$ cat config.mk
export PLATFORM = sky130hd
export DESIGN_NAME = adcc_top
export DESIGN_NICKNAME = d
export VERILOG_FILES = /design/src/logic/adcc_pkg.sv /design/src/logic/adcc_trig_sync.sv /design/src/logic/adcc_top.sv
export VERILOG_INCLUDE_DIRS = /design/src /design/src/logic
export SDC_FILE = /design/constraint.sdc
export NUM_CORES = 1
export LEC_CHECK = 0
export BUFFER_PORTS_ARGS = -buffer_cell sky130_fd_sc_hd__buf_2
export CAP_MARGIN = 20
export CORE_MARGIN = 2
export CORE_UTILIZATION = 43
export DETAILED_ROUTE_END_ITERATION = 10
export PLACE_DENSITY = 0.83
export SYNTH_ARGS = -nofsm -noshare
export SYNTH_HDL_FRONTEND = slang
export SYNTH_HIERARCHICAL = 1
export SYNTH_SLANG_ARGS = --single-unit
$ cat constraint.sdc
create_clock -name clk_in -period 1.53 [get_ports clk_in]
set_input_delay 0.306 -clock clk_in [delete_from_list [all_inputs] [get_ports clk_in]]
set_output_delay 0.306 -clock clk_in [all_outputs]
set_load 0.01 [all_outputs]
$ cat src/logic/adcc_defines.svh
// constants for the conversion control block: offsets, fields, resets, timing
// assumes byte addressing on a 32-bit avalon-mm slave
`ifndef ADCC_DEFINES_SVH
`define ADCC_DEFINES_SVH
`define ADCC_ADDR_W 4
`define ADCC_OFF_RESULT 4'h0
`define ADCC_OFF_STATUS 4'h4
`define ADCC_OFF_CTRL 4'h8
`define ADCC_OFF_START 4'hC
`define ADCC_ST_EOC 0
`define ADCC_CTRL_EXT_TRIG 7
`define ADCC_CTRL_RESET 8'h7F
`define ADCC_CTRL_UNUSED 7'h7F
`define ADCC_RESULT_W 10
`define ADCC_CONV_NS 1000
`define ADCC_CLK_NS 50
`define ADCC_CONV_CYC ((`ADCC_CONV_NS + `ADCC_CLK_NS - 1) / `ADCC_CLK_NS)
`define ADCC_CH_W 2
`endif

$ cat src/logic/adcc_pkg.sv
// types shared by the conversion control block
// assumes adcc_defines.svh is available
package adcc_pkg;
  typedef enum logic [1:0] {
    ADCC_IDLE,
    ADCC_CONV,
    ADCC_NEXT
  } adcc_state_e;
endpackage

$ cat src/logic/adcc_trig_sync.sv
// two-flop synchroniser and rising-edge detect for the trigger pin
// assumes the pin is asynchronous to clk_in
`timescale 1ns/1ps
module adcc_trig_sync (
  // clock and reset
  input wire logic clk_in,
  input wire logic rst_in,
  // pin and event
  input wire logic pin_in,
  output logic rise_out
);
  logic meta_q;
  logic sync_q;
  logic prev_q;
  always_ff @(posedge clk_in) begin
    if (rst_in) begin
      meta_q <= 1'b0;
      sync_q <= 1'b0;
      prev_q <= 1'b0;
    end else begin
      meta_q <= pin_in;
      sync_q <= meta_q;
      prev_q <= sync_q;
    end
  end
  assign rise_out = sync_q & ~prev_q;
endmodule

$ cat src/logic/adcc_top.sv
// conversion control: result, end flag, trigger enable, avalon-mm slave
// assumes an analog core that returns a sample on conv_sample_in
// Summary of operation
// [RL1] each result is held as a 10-bit value readable by software; the code keeps one register, so a scan leaves only the last channel's.
// [RL2] the end flag clears only on a zero write after software read it as 1.
// [RL3] in single mode the end flag sets when the one conversion completes.
// [RL4] in scan mode the end flag sets only after all scan channels converted.
// [RL5] writing 1 to the end flag has no effect; only a 0 write clears it.
// [RL6] with bit 7 of control at 0 the trigger pin is ignored, else it starts.
// [RL7] control bits 6 to 0 read as 1 and ignore writes.
//
// Added by the designer: the register addresses and the Avalon-MM slave port.
`timescale 1ns/1ps
`include "adcc_defines.svh"
module adcc_top #(
  parameter int CONV_CYC = `ADCC_CONV_CYC
) (
  // clock and reset
  input wire logic clk_in,
  input wire logic rst_in,
  // avalon-mm slave
  input wire logic [`ADCC_ADDR_W-1:0] avs_address_in,
  input wire logic avs_read_in,
  input wire logic avs_write_in,
  input wire logic [31:0] avs_writedata_in,
  output logic [31:0] avs_readdata_out,
  output logic avs_waitrequest_out,
  // converter side
  input wire logic external_trigger_pin_in,
  input wire logic [`ADCC_RESULT_W-1:0] conv_sample_in,
  output logic [`ADCC_CH_W-1:0] conv_channel_out,
  // interrupt
  output logic irq_out
);
  localparam logic [7:0] CNT_MAX = 8'(CONV_CYC - 1);
  // reset image of the control byte; only the enable bit is stored
  localparam logic [7:0] CTRL_RST = `ADCC_CTRL_RESET;
  logic trig_rise;
  adcc_trig_sync u_sync (
    .clk_in(clk_in),
    .rst_in(rst_in),
    .pin_in(external_trigger_pin_in),
    .rise_out(trig_rise)
  );
  adcc_pkg::adcc_state_e state_q;
  logic [7:0] cnt_q;
  logic [`ADCC_CH_W-1:0] ch_q;
  logic [`ADCC_RESULT_W-1:0] result_q;
  logic conversion_end_flag_q;
  logic flag_seen_q;
  logic external_trigger_enable_q;
  logic scan_mode_q;
  logic [`ADCC_CH_W-1:0] scan_last_q;
  logic irq_mask_q;
  logic ack_q;
  logic [31:0] rdata_q;
  logic irq_q;
  logic wait_q;
  // one wait state: request answered on the second edge
  wire rd_take = avs_read_in & ~ack_q;
  wire wr_take = avs_write_in & ~ack_q;
  wire wr_status = wr_take & (avs_address_in == `ADCC_OFF_STATUS);
  wire wr_ctrl = wr_take & (avs_address_in == `ADCC_OFF_CTRL);
  wire wr_start = wr_take & (avs_address_in == `ADCC_OFF_START);
  wire rd_status = rd_take & (avs_address_in == `ADCC_OFF_STATUS);
  wire sw_start = wr_start & avs_writedata_in[0];
  wire hw_start = trig_rise & external_trigger_enable_q; // [RL6]
  wire start = (state_q == adcc_pkg::ADCC_IDLE) & (sw_start | hw_start);
  wire conv_done = (state_q == adcc_pkg::ADCC_CONV) & (cnt_q == CNT_MAX);
  wire last_ch = ~scan_mode_q | (ch_q == scan_last_q);
  wire end_set = conv_done & last_ch; // [RL3] [RL4]
  wire flag_clr = wr_status & flag_seen_q &
    ~avs_writedata_in[`ADCC_ST_EOC]; // [RL2] [RL5]
  wire [31:0] ctrl_rd = {24'h0000_00,
    external_trigger_enable_q, `ADCC_CTRL_UNUSED}; // [RL7]
  logic [31:0] rd_mux;
  always_comb begin
    unique case (avs_address_in)
      `ADCC_OFF_RESULT: rd_mux = {22'h00_0000, result_q}; // [RL1]
      `ADCC_OFF_STATUS: rd_mux = {31'h0000_0000, conversion_end_flag_q};
      `ADCC_OFF_CTRL: rd_mux = ctrl_rd;
      // start bit self-clears, so it reads back as zero
      `ADCC_OFF_START: rd_mux = {27'h000_0000, scan_last_q,
        scan_mode_q, irq_mask_q, 1'b0};
      default: rd_mux = 32'h0000_0000;
    endcase
  end
  // bus handshake
  always_ff @(posedge clk_in) begin
    if (rst_in) begin
      ack_q <= 1'b0;
      wait_q <= 1'b1;
      rdata_q <= 32'h0000_0000;
    end else begin
      ack_q <= rd_take | wr_take;
      wait_q <= ~(rd_take | wr_take);
      if (rd_take) begin
        rdata_q <= rd_mux;
      end
    end
  end
  // control register; the start offset also holds mode bits
  always_ff @(posedge clk_in) begin
    if (rst_in) begin
      external_trigger_enable_q <= CTRL_RST[`ADCC_CTRL_EXT_TRIG];
      scan_mode_q <= 1'b0;
      scan_last_q <= '0;
      irq_mask_q <= 1'b0;
    end else begin
      if (wr_ctrl) begin
        external_trigger_enable_q <=
          avs_writedata_in[`ADCC_CTRL_EXT_TRIG]; // [RL6] [RL7]
      end
      if (wr_start) begin
        irq_mask_q <= avs_writedata_in[1];
        scan_mode_q <= avs_writedata_in[2];
        scan_last_q <= avs_writedata_in[4:3];
      end
    end
  end
  // sequencer; start ignored while busy
  always_ff @(posedge clk_in) begin
    if (rst_in) begin
      state_q <= adcc_pkg::ADCC_IDLE;
      cnt_q <= 8'h00;
      ch_q <= '0;
      result_q <= '0;
    end else begin
      unique case (state_q)
        adcc_pkg::ADCC_IDLE: begin
          cnt_q <= 8'h00;
          ch_q <= '0;
          if (start) begin
            state_q <= adcc_pkg::ADCC_CONV;
          end
        end
        adcc_pkg::ADCC_CONV: begin
          cnt_q <= cnt_q + 8'h01;
          if (conv_done) begin
            result_q <= conv_sample_in; // [RL1]
            cnt_q <= 8'h00;
            state_q <= last_ch ? adcc_pkg::ADCC_IDLE : adcc_pkg::ADCC_NEXT;
          end
        end
        adcc_pkg::ADCC_NEXT: begin
          ch_q <= ch_q + 1'b1;
          state_q <= adcc_pkg::ADCC_CONV;
        end
        default: state_q <= adcc_pkg::ADCC_IDLE;
      endcase
    end
  end
  // end flag; set beats clear, arming needs a read of 1
  always_ff @(posedge clk_in) begin
    if (rst_in) begin
      conversion_end_flag_q <= 1'b0;
      flag_seen_q <= 1'b0;
      irq_q <= 1'b0;
    end else begin
      if (end_set) begin
        conversion_end_flag_q <= 1'b1; // [RL3] [RL4]
      end else if (flag_clr) begin
        conversion_end_flag_q <= 1'b0; // [RL2]
      end
      if (end_set | flag_clr) begin
        flag_seen_q <= 1'b0;
      end else if (rd_status & conversion_end_flag_q) begin
        flag_seen_q <= 1'b1; // [RL2]
      end
      // same priority as the flag: a set in the clearing cycle keeps irq
      irq_q <= (end_set | (conversion_end_flag_q & ~flag_clr)) &
        irq_mask_q;
    end
  end
  assign avs_readdata_out = rdata_q;
  assign avs_waitrequest_out = wait_q;
  assign conv_channel_out = ch_q;
  assign irq_out = irq_q;

  a_flag_clear_armed: assert property (@(posedge clk_in) disable iff (rst_in)
    $fell(conversion_end_flag_q) |-> $past(flag_seen_q)) // [RL2]
    else $error("end flag cleared without prior read");
  a_no_set_by_write: assert property (@(posedge clk_in) disable iff (rst_in)
    $rose(conversion_end_flag_q) |-> $past(end_set)) // [RL5]
    else $error("end flag set without conversion end");
  a_single_sets: assert property (@(posedge clk_in) disable iff (rst_in)
    conv_done & ~scan_mode_q |=> conversion_end_flag_q) // [RL3]
    else $error("single conversion did not set end flag");
  a_scan_waits: assert property (@(posedge clk_in) disable iff (rst_in)
    conv_done & scan_mode_q & (ch_q != scan_last_q) & ~conversion_end_flag_q
    |=> ~conversion_end_flag_q) // [RL4]
    else $error("scan set end flag early");
  a_trig_gated: assert property (@(posedge clk_in) disable iff (rst_in)
    (state_q == adcc_pkg::ADCC_IDLE) & trig_rise & ~external_trigger_enable_q
    & ~sw_start |=> state_q == adcc_pkg::ADCC_IDLE) // [RL6]
    else $error("disabled trigger started conversion");
  a_trig_starts: assert property (@(posedge clk_in) disable iff (rst_in)
    (state_q == adcc_pkg::ADCC_IDLE) & hw_start
    |=> state_q == adcc_pkg::ADCC_CONV) // [RL6]
    else $error("enabled trigger did not start");
  a_ctrl_ones: assert property (@(posedge clk_in) disable iff (rst_in)
    ack_q & $past(avs_read_in) & ($past(avs_address_in) == `ADCC_OFF_CTRL)
    |-> avs_readdata_out[6:0] == 7'h7F) // [RL7]
    else $error("control unused bits not read as one");
  a_result_held: assert property (@(posedge clk_in) disable iff (rst_in)
    conv_done |=> result_q == $past(conv_sample_in)) // [RL1]
    else $error("result not captured");
  a_set_beats_clr: assert property ( // [RL3] [RL4]
    @(posedge clk_in) disable iff (rst_in)
    end_set |=> conversion_end_flag_q)
    else $error("end flag lost on set");
  a_clear_by_zero: assert property ( // [RL2]
    @(posedge clk_in) disable iff (rst_in)
    flag_clr & ~end_set |=> ~conversion_end_flag_q)
    else $error("armed zero write did not clear end flag");
  a_one_write_kept: assert property ( // [RL5]
    @(posedge clk_in) disable iff (rst_in)
    conversion_end_flag_q & wr_status & avs_writedata_in[`ADCC_ST_EOC]
    |=> conversion_end_flag_q)
    else $error("write of one changed end flag");
  a_result_stable: assert property ( // [RL1]
    @(posedge clk_in) disable iff (rst_in)
    ~conv_done |=> $stable(result_q))
    else $error("result changed outside conversion end");
  a_trig_en_write: assert property ( // [RL6]
    @(posedge clk_in) disable iff (rst_in)
    wr_ctrl |=> external_trigger_enable_q ==
      $past(avs_writedata_in[`ADCC_CTRL_EXT_TRIG]))
    else $error("trigger enable not written");
  a_seen_needs_read: assert property ( // [RL2]
    @(posedge clk_in) disable iff (rst_in)
    $rose(flag_seen_q) |-> $past(rd_status) & $past(conversion_end_flag_q))
    else $error("clear armed without a read of one");
endmodule

==> summary.md <==
| Metric | Value |
|---|---|
| Hold Path Class | in -> reg |
| Pwr Total | 2.14 mW |
| DRC errors left | 0 |
| Synthesized cell area | 0.00207 mm^2 |
| DR pass1 iterations | 4 |
| P per Cell Area | 858 mW/mm^2 |
| Commonest non-fill, non-tap cell in the layout | dfxtp_1 |
| Post-Syn Instances | 231 |
| Vias in the first global route | 1582 |
| Root buf cell | clkbuf_8 |
| Clk_skew | 4.92 ps |
| Total die area | 0.00538 mm^2 |
| Post-synth top flop | dfxtp_1 |
| Peak VDD IR | 0.000545 V |
| CP max FO | 7 |
| Layout cells sized above 1 | 27.0% |
| CTS Hold Buffers Added | 0 |
| Buffers on Ports | 38 |
| Nets | 336 |
| ANT nets after route | 0 |
| Clock slew at reported path FFs | 80 ps |
| CTS tree | done |
| Later-pin clock latency in the skew report | 290 ps |
| RSZ-0062 raised after global routing | true |
| CP required | 1720 ps |
| Fin. max-slew vios | 0 |
| Fill count | 440 |
| WP buf/inv | 1 |
| Setup Crit Path Kind | reg -> reg |
| Count of cell types in the netlist | 43 |
| Hpwl dp | 3.10 mm |
| Worst path max stage delay | 360 ps |
| Chip Height | 73.4 um |
| FP Rows | 25 |
| Core Region | 0.00469 mm^2 |
| R2r startpoint | cnt_q[1]$_SDFFE_PP0P_ |
| GRT Util Overall | 16.7% |
| CP Capture Type | register |
| Crit. Startpoint | cnt_q[1]$_SDFFE_PP0P_ |
| Starting Density | 44.1% |
| Worst-case reg-to-reg path depth | 6 |
| Htree depth | 2 |
| Synth Register Bits | 45 |
| Most frequent cells in the layout | dfxtp_1, buf_2, nor2_1 |
| Critical path depth in cells | 6 |
| Setup TNS | 0 ps |
| Worst path cell trace | ha_4 -> nor4b_4 -> nand4_1 -> buf_6 -> mux2i_1 -> nor2_1 |
| Drt initial violations | 40 |
| Final Critical Period | 1530 ps |
| Gr ovfl total | 0 |
| Largest net degree at the start of global routing | 18 |
| Max-cap violations | 0 |
| Register area share after synthesis | 43.6% |
| Reg area | 903 um^2 |
| Clk buf depth | 2 |
| Final RePlAce weighted congestion | 0.813 |
| CP endpoint | result_q[2]$_SDFFE_PP0P_ |
| Ys async rst share | 0% |
| Routed wire length | 4.19 mm |
| LEAKAGE | 1.14 nW |
| Reg-to-reg endpoint | result_q[2]$_SDFFE_PP0P_ |
| Final setup viols | 0 |
| Startpoint type of the worst setup path | register |
| Initial antenna violation count | 0 |
| Area occupied by multi-input gates | 0.00106 mm^2 |
| Slowest-stage cell, CP | dfxtp_2 |
| Area Overhead vs Synth | 20.4% |
| Diode count | 0 |
| Family with the most delay on the worst path | simple AND/OR/NAND/NOR gates |
| Crit share post-route | 100% |
| Max Fclk | 654 MHz |
| Avg Inst Size Synth | 8.95 um^2 |
| Ys Warns | 6 |
| Clock sinks | 45 |
| First-pass GRT wire length | 6.98 mm |
| Arrival time worst endpoint | 1720 ps |
| Die X | 73.4 um |
| R2R setup slack | 0.6 ps |
| Num CTS Buffers | 5 |
| Final hold violations | 0 |
| DR vias/cell | 5.14 |
| Status | complete, no violations |
| Vias | 1742 |
| I/O Pins | 87 |
| Number of flops mapped to enable cells by yosys | 0 |
| Avg WL per Cell | 12.4 um |
==> synthesized netlist by cell type (2+ instances only) <==
cell type	n	area, um^2
a21oi_1	14	70.1
a22oi_1	4	30.0
and3_1	3	18.8
buf_4	23	173
clkbuf_1	7	26.3
dfxtp_1	45	901
inv_1	3	11.3
mux2i_1	16	160
nand2_1	14	52.6
nand2b_1	4	25.0
nand3_1	6	30.0
nand3b_1	2	15.0
nand4_1	3	18.8
nand4b_1	2	17.5
nor2_1	25	93.8
nor2b_1	8	50.1
nor3b_1	3	22.5
nor4b_2	2	30.0
o211ai_1	2	15.0
o21ai_0	14	70.1
o221ai_1	2	17.5
or3_1	4	25.0
or4_1	4	30.0
xor2_1	2	17.5
==> sequential cells by signal (all words and copies together), names as in the netlist, 2 cells and up <==
register	count
avs_readdata_out	10
cnt_q	8
conv_channel_out	2
result_q	10
scan_last_q	2
state_q	2
==> worst register-to-register path: cells and delay by family (launching register included) <==
family,cells,cell delay [ps]
fa+ha+maj,1,140
buf+inv,1,220
flops,1,360
mux,1,150
simple gates,3,570
==> metal layers <==
metal  wire length (um)  track usage, %
met4                 78            6.67
met1               1960            21.8
met5                  0               0
met3                229            4.39
met2               1920            26.2
==> timing repair <==
item	4_1_cts	5_1_grt
cloned	0	0
pin swaps	2	8
setup buffers	1	0
endpoints found under the setup margin	18	18
gates resized for setup	5	5
==> cell type report <==
| class | count | share of cell area [%] |
|---|---|---|
| multi-input combinational | 171 | 42.7 |
| sequential | 45 | 36.3 |
| timing repair buffer | 57 | 13.7 |
| clock buffer | 7 | 3.87 |
| tap | 54 | 2.71 |
| inverter | 4 | 0.603 |
| clock inverter | 1 | 0.201 |
==> how the worst min path moves through the flow <==
stage                                         from                       end  slack [ps]  depth (start not counted)
after floorplan                             rst_in  u_sync/meta_q$_SDFF_PP0_         380                          1
after global routing       external_trigger_pin_in  u_sync/meta_q$_SDFF_PP0_         220                          2
final                      external_trigger_pin_in  u_sync/meta_q$_SDFF_PP0_         220                          2
after detailed placement  u_sync/meta_q$_SDFF_PP0_  u_sync/sync_q$_SDFF_PP0_         430                          1
after global placement    u_sync/meta_q$_SDFF_PP0_  u_sync/sync_q$_SDFF_PP0_         420                          1
after CTS                  external_trigger_pin_in  u_sync/meta_q$_SDFF_PP0_         230                          2
==> stage by stage <==
stage	util [%]	cell area, um^2	std cells	hold WS, ps	setup WS (ps)
6_report	53.1	2490	339	225	0.604
5_1_grt	53.1	2490	339	224	-91.4
4_1_cts	52.6	2470	339	225	-2.44
3_5_place_dp	49.8	2330	330	430	-109
3_3_place_gp	49.8	2330	330	425	-58.1
2_1_floorplan	-	2150	252	378	20.0
==> cell families after synthesis <==
family,share of synthesized area (%)
xor gates and xnor gates,0.847
adders and majority gates,0.605
AOI/OAI and AO/OA,13.1
and+or+nand+nor,22.7
other,0.181
buffers and inverters,10.8
muxes,8.29
DFF,43.6
==> report_power, final <==
| group | switching (mW) | internal [mW] |
|---|---|---|
| combinational | 0.102 | 0.0582 |
| clock | 0.381 | 0.408 |
| sequential | 0.00620 | 1.18 |
Power figures use the tool's default switching activity.
